--- config.mk ---
export PLATFORM = sky130hd
export DESIGN_NAME = lmx_xfer_addr
export DESIGN_NICKNAME = d
export VERILOG_FILES = /design/src/lmx_xfer_addr.v
export VERILOG_INCLUDE_DIRS = /design/src
export SDC_FILE = /design/constraint.sdc
export NUM_CORES = 1
export LEC_CHECK = 0
export ABC_AREA = 1
export BUFFER_PORTS_ARGS = -buffer_cell sky130_fd_sc_hd__buf_2
export CAP_MARGIN = 20
export CORE_MARGIN = 2
export CORE_UTILIZATION = 40
export CTS_CLUSTER_SIZE = 12
export DETAILED_ROUTE_END_ITERATION = 16
export HOLD_SLACK_MARGIN = 0.1
export PLACE_DENSITY = 0.71
export SLEW_MARGIN = 20
export SYNTH_ARGS = -nofsm -noshare
export SYNTH_HDL_FRONTEND = slang
export SYNTH_SLANG_ARGS = --single-unit
export TNS_END_PERCENT = 100
--- constraint.sdc ---
create_clock -name core_clk -period 4.35 [get_ports core_clk]
set_input_delay 1.305 -clock core_clk [delete_from_list [all_inputs] [get_ports core_clk]]
set_output_delay 1.305 -clock core_clk [all_outputs]
set_load 0.005 [all_outputs]
--- src/lmx_map.vh ---
// Register map and field layout for the block transfer address registers.
`ifndef LMX_MAP_VH
`define LMX_MAP_VH
`define LMX_OFS_SRC0       8'h50
`define LMX_OFS_SRC1       8'h54
`define LMX_OFS_DST0       8'h58
`define LMX_OFS_DST1       8'h5c
`define LMX_OFS_MODE       8'h60
`define LMX_BASE_HI        28
`define LMX_BASE_LO        10
`define LMX_MASK_HI        5
`define LMX_MASK_LO        0
`define LMX_WMASK          32'h1ffffc3f
`define LMX_MODE_WMASK     32'h00000003
`define LMX_FIELD_INIT     32'h00000000
`define LMX_RESP_OKAY      2'b00
`define LMX_RESP_SLVERR    2'b10
`endif

--- src/lmx_xfer_addr.v ---
// Block transfer external address registers with AXI4-Lite access.
`timescale 1ns/1ps
`default_nettype none
`include "lmx_map.vh"
// Overview of operation
// Page1 prefetch source from page1 source register
// Reserved bits 31:29, 9:6 read zero
// Page1 source base field bits 28:10
// Page1 source mask picks base or operand
// Software uses contiguous mask ladder values only
// Software never writes other mask patterns
// Page0 write-back destination from page0 destination
// Page0 destination base field bits 28:10
// Page0 destination mask picks base or operand
// Page1 write-back destination from page1 destination
// Page1 destination base field bits 28:10
// Page1 destination mask picks base or operand
// Destination masks follow same ladder
// Page0 source mask steers like page1
// Bits 9:5 from operand, 4:0 zero
// Transfers move 32 aligned bytes
// Fields reset arbitrary; reserved bits zero
module lmx_xfer_addr (
	input  wire        core_clk,
	input  wire        rst_n,
	input  wire [7:0]  s_axi_awaddr,
	input  wire        s_axi_awvalid,
	output reg         s_axi_awready,
	input  wire [31:0] s_axi_wdata,
	input  wire [3:0]  s_axi_wstrb,
	input  wire        s_axi_wvalid,
	output reg         s_axi_wready,
	output reg  [1:0]  s_axi_bresp,
	output reg         s_axi_bvalid,
	input  wire        s_axi_bready,
	input  wire [7:0]  s_axi_araddr,
	input  wire        s_axi_arvalid,
	output reg         s_axi_arready,
	output reg  [31:0] s_axi_rdata,
	output reg  [1:0]  s_axi_rresp,
	output reg         s_axi_rvalid,
	input  wire        s_axi_rready,
	input  wire        xfer_req,
	input  wire        xfer_write_back,
	input  wire        xfer_page,
	input  wire [31:0] xfer_operand_addr,
	output reg         xfer_addr_valid,
	output reg  [28:0] xfer_phys_addr,
	output reg         xfer_uses_regs
);

	// ****************************************
	// Reset synchroniser
	// ****************************************
	// Entry into reset stays asynchronous; only the release is timed to
	// the clock, so the handshake flops and xfer_addr_valid leave reset on the same edge;
	// the register fields, mode_q and the data flops follow rst_n directly.
	reg rst_meta_q;
	reg rst_sync_q;
	always @(posedge core_clk or negedge rst_n) begin
		if (!rst_n) begin
			rst_meta_q <= 1'b0;
			rst_sync_q <= 1'b0;
		end else begin
			rst_meta_q <= 1'b1;
			rst_sync_q <= rst_meta_q;
		end
	end
	wire rst_int_n = rst_sync_q;

	// ****************************************
	// Register storage
	// ****************************************
	// Index 0 src page0, 1 src page1, 2 dst page0, 3 dst page1.
	reg  [31:0] regs_q [0:3];
	// Bit 0 translation enable, bit 1 memory protection enable.
	reg  [1:0]  mode_q;

	reg         aw_held_q;
	reg  [7:0]  aw_addr_q;
	reg         w_held_q;
	reg  [31:0] w_data_q;
	reg  [3:0]  w_strb_q;

	wire [31:0] strb_mask = {{8{w_strb_q[3]}}, {8{w_strb_q[2]}},
	                         {8{w_strb_q[1]}}, {8{w_strb_q[0]}}};
	wire        do_write  = aw_held_q && w_held_q && !s_axi_bvalid;
	// Full offsets are decoded, so an unaligned or unmapped address hits
	// no register and earns an error response.
	wire [3:0]  wr_hit    = {aw_addr_q == `LMX_OFS_DST1,
	                         aw_addr_q == `LMX_OFS_DST0,
	                         aw_addr_q == `LMX_OFS_SRC1,
	                         aw_addr_q == `LMX_OFS_SRC0};
	wire        wr_reg    = |wr_hit;
	wire        wr_mode   = aw_addr_q == `LMX_OFS_MODE;
	wire [31:0] mode_wdata = w_data_q & `LMX_MODE_WMASK;

	// ****************************************
	// Write channel
	// ****************************************
	// Fields come up zero rather than unknown, so that a read before the
	// first write gives the same answer on every run.
	genvar gi;
	generate
		for (gi = 0; gi < 4; gi = gi + 1) begin : g_reg
			always @(posedge core_clk or negedge rst_n) begin
				if (!rst_n) begin
					regs_q[gi] <= `LMX_FIELD_INIT;
				end else if (do_write && wr_hit[gi]) begin
					// Reserved bits are never stored. R2
					regs_q[gi] <= (regs_q[gi] & ~(strb_mask & `LMX_WMASK))
					            | (w_data_q & strb_mask & `LMX_WMASK);
				end
			end
		end
	endgenerate

	always @(posedge core_clk or negedge rst_n) begin
		if (!rst_n) begin
			aw_held_q     <= 1'b0;
			aw_addr_q     <= 8'h00;
			w_held_q      <= 1'b0;
			w_data_q      <= 32'h00000000;
			w_strb_q      <= 4'h0;
			s_axi_awready <= 1'b0;
			s_axi_wready  <= 1'b0;
			s_axi_bvalid  <= 1'b0;
			s_axi_bresp   <= `LMX_RESP_OKAY;
			mode_q        <= 2'b00;
		end else if (!rst_int_n) begin
			aw_held_q     <= 1'b0;
			w_held_q      <= 1'b0;
			s_axi_awready <= 1'b0;
			s_axi_wready  <= 1'b0;
			s_axi_bvalid  <= 1'b0;
		end else begin
			s_axi_awready <= !aw_held_q && !s_axi_awready;
			s_axi_wready  <= !w_held_q && !s_axi_wready;
			if (s_axi_awvalid && s_axi_awready) begin
				aw_held_q     <= 1'b1;
				aw_addr_q     <= s_axi_awaddr;
				s_axi_awready <= 1'b0;
			end
			if (s_axi_wvalid && s_axi_wready) begin
				w_held_q     <= 1'b1;
				w_data_q     <= s_axi_wdata;
				w_strb_q     <= s_axi_wstrb;
				s_axi_wready <= 1'b0;
			end
			if (do_write) begin
				aw_held_q    <= 1'b0;
				w_held_q     <= 1'b0;
				s_axi_bvalid <= 1'b1;
				s_axi_bresp  <= (wr_reg || wr_mode)
				                ? `LMX_RESP_OKAY : `LMX_RESP_SLVERR;
				if (wr_mode && w_strb_q[0])
					mode_q <= mode_wdata[1:0];
			end else if (s_axi_bvalid && s_axi_bready) begin
				s_axi_bvalid <= 1'b0;
			end
		end
	end

	// ****************************************
	// Read channel
	// ****************************************
	wire [7:0]  ra      = s_axi_araddr;
	wire [3:0]  rd_hit  = {ra == `LMX_OFS_DST1, ra == `LMX_OFS_DST0,
	                       ra == `LMX_OFS_SRC1, ra == `LMX_OFS_SRC0};
	wire        rd_reg  = |rd_hit;
	wire        rd_mode = ra == `LMX_OFS_MODE;
	reg  [31:0] rd_word;

	// The mux is one-hot on the decoded offset, so an unmapped address
	// falls through to zero rather than aliasing onto a register.
	always @* begin
		case (rd_hit)
			4'b0001: rd_word = regs_q[0];
			4'b0010: rd_word = regs_q[1];
			4'b0100: rd_word = regs_q[2];
			4'b1000: rd_word = regs_q[3];
			default: rd_word = 32'h00000000;
		endcase
	end

	always @(posedge core_clk or negedge rst_n) begin
		if (!rst_n) begin
			s_axi_arready <= 1'b0;
			s_axi_rvalid  <= 1'b0;
			s_axi_rdata   <= 32'h00000000;
			s_axi_rresp   <= `LMX_RESP_OKAY;
		end else if (!rst_int_n) begin
			s_axi_arready <= 1'b0;
			s_axi_rvalid  <= 1'b0;
		end else begin
			s_axi_arready <= !s_axi_rvalid && !s_axi_arready;
			if (s_axi_arvalid && s_axi_arready) begin
				s_axi_arready <= 1'b0;
				s_axi_rvalid  <= 1'b1;
				if (rd_reg) begin
					s_axi_rdata <= rd_word & `LMX_WMASK;
					s_axi_rresp <= `LMX_RESP_OKAY;
				end else if (rd_mode) begin
					s_axi_rdata <= {30'h00000000, mode_q};
					s_axi_rresp <= `LMX_RESP_OKAY;
				end else begin
					s_axi_rdata <= 32'h00000000;
					s_axi_rresp <= `LMX_RESP_SLVERR;
				end
			end else if (s_axi_rvalid && s_axi_rready) begin
				s_axi_rvalid <= 1'b0;
			end
		end
	end

	// ****************************************
	// Register fields
	// ****************************************
	// Reserved bits are never stored, so only the fields are named here.
	wire [18:0] page0_source_base =
	            regs_q[0][`LMX_BASE_HI:`LMX_BASE_LO];
	wire [5:0]  page0_source_select_mask =
	            regs_q[0][`LMX_MASK_HI:`LMX_MASK_LO];
	wire [18:0] page1_source_base =
	            regs_q[1][`LMX_BASE_HI:`LMX_BASE_LO];
	wire [5:0]  page1_source_select_mask =
	            regs_q[1][`LMX_MASK_HI:`LMX_MASK_LO];
	wire [18:0] page0_destination_base =
	            regs_q[2][`LMX_BASE_HI:`LMX_BASE_LO];
	wire [5:0]  page0_destination_select_mask =
	            regs_q[2][`LMX_MASK_HI:`LMX_MASK_LO];
	wire [18:0] page1_destination_base =
	            regs_q[3][`LMX_BASE_HI:`LMX_BASE_LO];
	wire [5:0]  page1_destination_select_mask =
	            regs_q[3][`LMX_MASK_HI:`LMX_MASK_LO];

	// ****************************************
	// External address formation
	// ****************************************
	// Prefetch uses the source register of its page, write-back the
	// destination register. The mask is applied as written; a
	// non-ladder mask gives a scattered but well-defined address.
	// Both enables must be set before the translation path takes over;
	// either one alone leaves these registers in charge.
	wire        address_translation_enable      = mode_q[0];
	wire        onchip_memory_protection_enable = mode_q[1];
	wire        use_regs = !(address_translation_enable
	                         && onchip_memory_protection_enable);
	wire [1:0]  sel_idx  = {xfer_write_back, xfer_page};
	reg  [18:0] sel_base;
	reg  [5:0]  sel_mask;
	wire [5:0]  mid_bits;

	always @* begin
		case (sel_idx)
			2'b00: begin
				sel_base = page0_source_base;
				sel_mask = page0_source_select_mask;
			end
			2'b01: begin
				sel_base = page1_source_base;
				sel_mask = page1_source_select_mask;
			end
			2'b10: begin
				sel_base = page0_destination_base;
				sel_mask = page0_destination_select_mask;
			end
			2'b11: begin
				sel_base = page1_destination_base;
				sel_mask = page1_destination_select_mask;
			end
			default: begin
				sel_base = 19'h00000;
				sel_mask = 6'h00;
			end
		endcase
	end

	// One mux per address bit 15:10; a one in the mask keeps the base bit.
	genvar mb;
	generate
		for (mb = 0; mb < 6; mb = mb + 1) begin : g_mid
			assign mid_bits[mb] = sel_mask[mb] ? sel_base[mb]
			                    : xfer_operand_addr[10 + mb];
		end
	endgenerate

	// When translation and protection are both on, the address comes
	// from the translation path outside; this block only flags that.
	always @(posedge core_clk or negedge rst_n) begin
		if (!rst_n) begin
			xfer_addr_valid <= 1'b0;
			xfer_phys_addr  <= 29'h00000000;
			xfer_uses_regs  <= 1'b0;
		end else if (!rst_int_n) begin
			xfer_addr_valid <= 1'b0;
		end else begin
			xfer_addr_valid <= xfer_req;
			xfer_uses_regs  <= use_regs;
			if (xfer_req)
				xfer_phys_addr <= {sel_base[18:6], mid_bits,
				                   xfer_operand_addr[9:5], 5'h00};
		end
	end

endmodule // lmx_xfer_addr
`default_nettype wire

==> parameters.txt <==
Parameter                              Value

GRT
  Wire length of the first global-routing pass ... 40.21 mm
  Via count of the first global-routing pass ... 7647
  Initial antenna violation count ... 0
  Maximum number of pins on one net before global-route repair ... 138
  Total global-route track usage ... 0.2069
  Total gr overflow ... 0

STA
  Final setup TNS ... 0 ps
  Highest achievable clock rate ... 376.2 MHz
  Final max-slew violation count ... 0
  Final Worst Setup Slack ... approximately 1700 ps
  Transition time at the pin with the least slew margin ... 932.0 ps
  Maximum clock skew at final layout ... 25.28 ps
  Hold violation count in the final report ... 0
  Worst rel slew slack ... 0.3780
  Post-layout min period ... 2658 ps
  Number of setup violations in the final report ... 0
  Post-route fraction of the period consumed by the critical path ... 0.6111
  RSZ-0062 raised after global routing ... false

Yosys
  Count of mapped cells out of synthesis ... 1106
  Post-synth EDFFs ... 0
  Per-instance average area after synthesis ... roughly 8.5 µm²
  Distinct cell type count of the synthesized netlist ... 36
  Main combinational cell family by area after synthesis ... simple AND/OR/NAND/NOR gates
  Mux cell area share after synthesis ... 0.008427
  Post-synthesis simple-gate area fraction ... 0.2600
  Synth Register Bits ... between 200 and 250
  Synthesized area ... 9354 µm²
  Compound-gate portion of the synthesized area ... 0.1252
  Dominant register cell in the synthesized netlist ... dfrtp_1
  Post-synthesis adder-cell area fraction ... 0
  Sequential area share after synthesis ... 0.5377
  Post-Synth XOR/XNOR Area ... 0
  Synthesis Warnings ... 0
  Proportion of synthesized flip-flops having asynchronous set or reset ... 1.000

Floorplan
  Horizontal extent of the die ... 156.9 µm
  Num rows ... 55
  I/O pins ... 166
  Starting utilization of the core area ... 0.4107
  Die Footprint ... 24620 µm²
  Core area ... 22780 µm²
  Vertical die dimension ... around 160 µm

Clock tree
  Resize count post-CTS ... 0
  Number of buffers added by the clock tree synthesis step ... 23
  Clock tree from TritonCTS ... built
  Clk sinks ... 201
  Clock slew at reported path FFs ... ~60 ps
  Clock root cell ... clkbuf_16
  Hold buffer count at cts ... 0
  Max Root-Sink Buffers ... 3
  Insertion delay of the later-clocked pin in the worst-skew pair ... roughly 520 ps
  Number of buffers inserted to repair setup after CTS ... 0
  H-tree depth reported by CTS ... 1

Cells and area
  Post-layout utilization of the core ... 0.4815
  Growth of design area from synthesis to finish ... 17.24%
  Diodes inserted ... 0
  Most frequent cells in the layout ... nand2_1 (368), dfrtp_1 (201), buf_2 (122)
  Fraction of layout instances using a drive strength above 1 ... 0.2008
  Cell area after layout ... 10970 µm²
  Most common cell after layout, fill and taps aside ... nand2_1
  Filler instances ... 2241
  Number of nets in the final layout ... between 1k and 1.5k

Place
  Total cell area at the placement stage ... 10170 µm²
  Global placement routability congestion ... 0.8317
  Worst slack at placement ... about 1300 ps
  Hpwl dp ... 17.09 mm
  Total of buffers placed on input and output ports ... 123

Setup path
  Biggest fanout along the worst timing path ... 14
  Kind of end point of the critical path ... register
  Worst Setup Path Type ... in -> reg
  Data required time of the worst path ... 4800 ps
  Startpoint type of the worst setup path ... input pin
  Arr. time, crit path ... 3110 ps

Route
  Total iterations of the first detailed-routing run ... 8
  Total wirelength of the detailed-routed design ... 25.20 mm
  DRC Markers ... 0
  Detail-routed via count per cell ... roughly 5
  Final ANT Viol Nets ... 0
  Per-cell routed wire length ... 16.28 µm
  Drt first-iter violations ... 623
  Total via count in the routed design ... roughly 7.9k

Flow run
  Max-capacitance violation count ... 0

Pwr
  Seq pwr share ... 0.467
  Fraction of power spent switching nets ... 0.2585
  Leakage component of the power ... 5.524 nW
  Worst vdd ir ... 0.2293 mV
  Cell-internal power ... about 3.3 mW
  Power density over cell area ... 404.7 nW/µm²
  Psw ... 1.147 mW
  Total power of the final layout ... 4.439 mW
  Power share of the clock group ... 0.434
  Logic pwr share ... 0.100

Min path
  Class of the most critical hold timing path ... reg -> reg

Status
  Outcome ... complete, no violations
-- stage by stage --
| step | hold WS (ps) | std cells |
|---|---|---|
| after global routing | 365.8 | 1548 |
| after floorplan | 331.2 | 1119 |
| final | 349.5 | 1548 |
| after CTS | 352.6 | 1547 |
| after detailed placement | 340.5 | 1506 |
| after global placement | 332.4 | 1506 |
-- layout make-up --
cell class / count / area, µm² / share of cell area
Clock buffer: 36 / 704.4 / 0.06423
Clock inverter: 5 / 60.06 / 0.005476
Tap cell: 313 / 391.6 / 0.03571
Timing Repair Buffer: 139 / 778.2 / 0.07096
Multi-Input combinational cell: 785 / 3744 / 0.3414
Sequential cell: 201 / 5030 / 0.4586
Inverter: 69 / 259.0 / 0.02362
-- critical path: stages --
cell and delay, ps:
buf_2 100, inv_1 40, nand2_1 100, nor2_1 110, buf_4 250, and2_1 660, nand2_1 140, nand2_1 100
o21ai_0 150, nand2_1 130
-- Yosys cell counts (all sizes together), types with 7 or more instances --
library cell  number  area, µm²
nor2              73      304.0
o21ai            133      815.8
buf               49      319.1
nand4             14      102.6
nor3               7      62.56
mux2               7      78.83
inv               68      255.2
nand2            373       1418
dfrtp            201       5030
a21oi             50      250.2
clkbuf            15      56.30
nand3             97      525.5
a41oi              8      70.07
-- power groups by stage --
stage               Clock, mW  Sequential [mW]  Combinational [mW]
floorplan                   0             2.09               0.252
global placement            0             2.10               0.432
detailed placement          0             2.10               0.442
CTS                      1.97             2.07               0.445
global route             2.03             2.09               0.500
finish                   1.93             2.07               0.442
-- layer usage --
metal | vias to the layer above | routed length, µm | global-route usage
met5 | - | 0 | 0
met4 | 0 | 710 | 0.07077
met3 | 63 | 1688 | 0.03331
met2 | 292 | 10950 | 0.3133
met1 | 3702 | 11850 | 0.3022
li1 | 3809 | - | -
-- cells by family (layout without fill, tap and decap cells) --
kind of cell / count (synthesis) / count (layout)
flops: 201 / 201
mux: 7 / 7
other cells: 2 / 15
compound gates: 196 / 196
buf+inv: 133 / 249
simple gates: 567 / 567
-- final timing paths --
check	from	endpoint	slack [ps]	cells past startpoint
min	rst_meta_q	rst_int_n	350	0
min in group asynchronous	rst_n	s_axi_wready	790	1
max in group asynchronous	rst_n	asynchronous set/reset pin	2530	3
min reg2reg	rst_meta_q	rst_int_n	350	0
max reg2reg	rst_int_n	s_axi_rdata[13]	2110	5
max	s_axi_araddr[0]	s_axi_rdata[26]	1690	10
No activity file was read; power rests on OpenSTA's default activity.
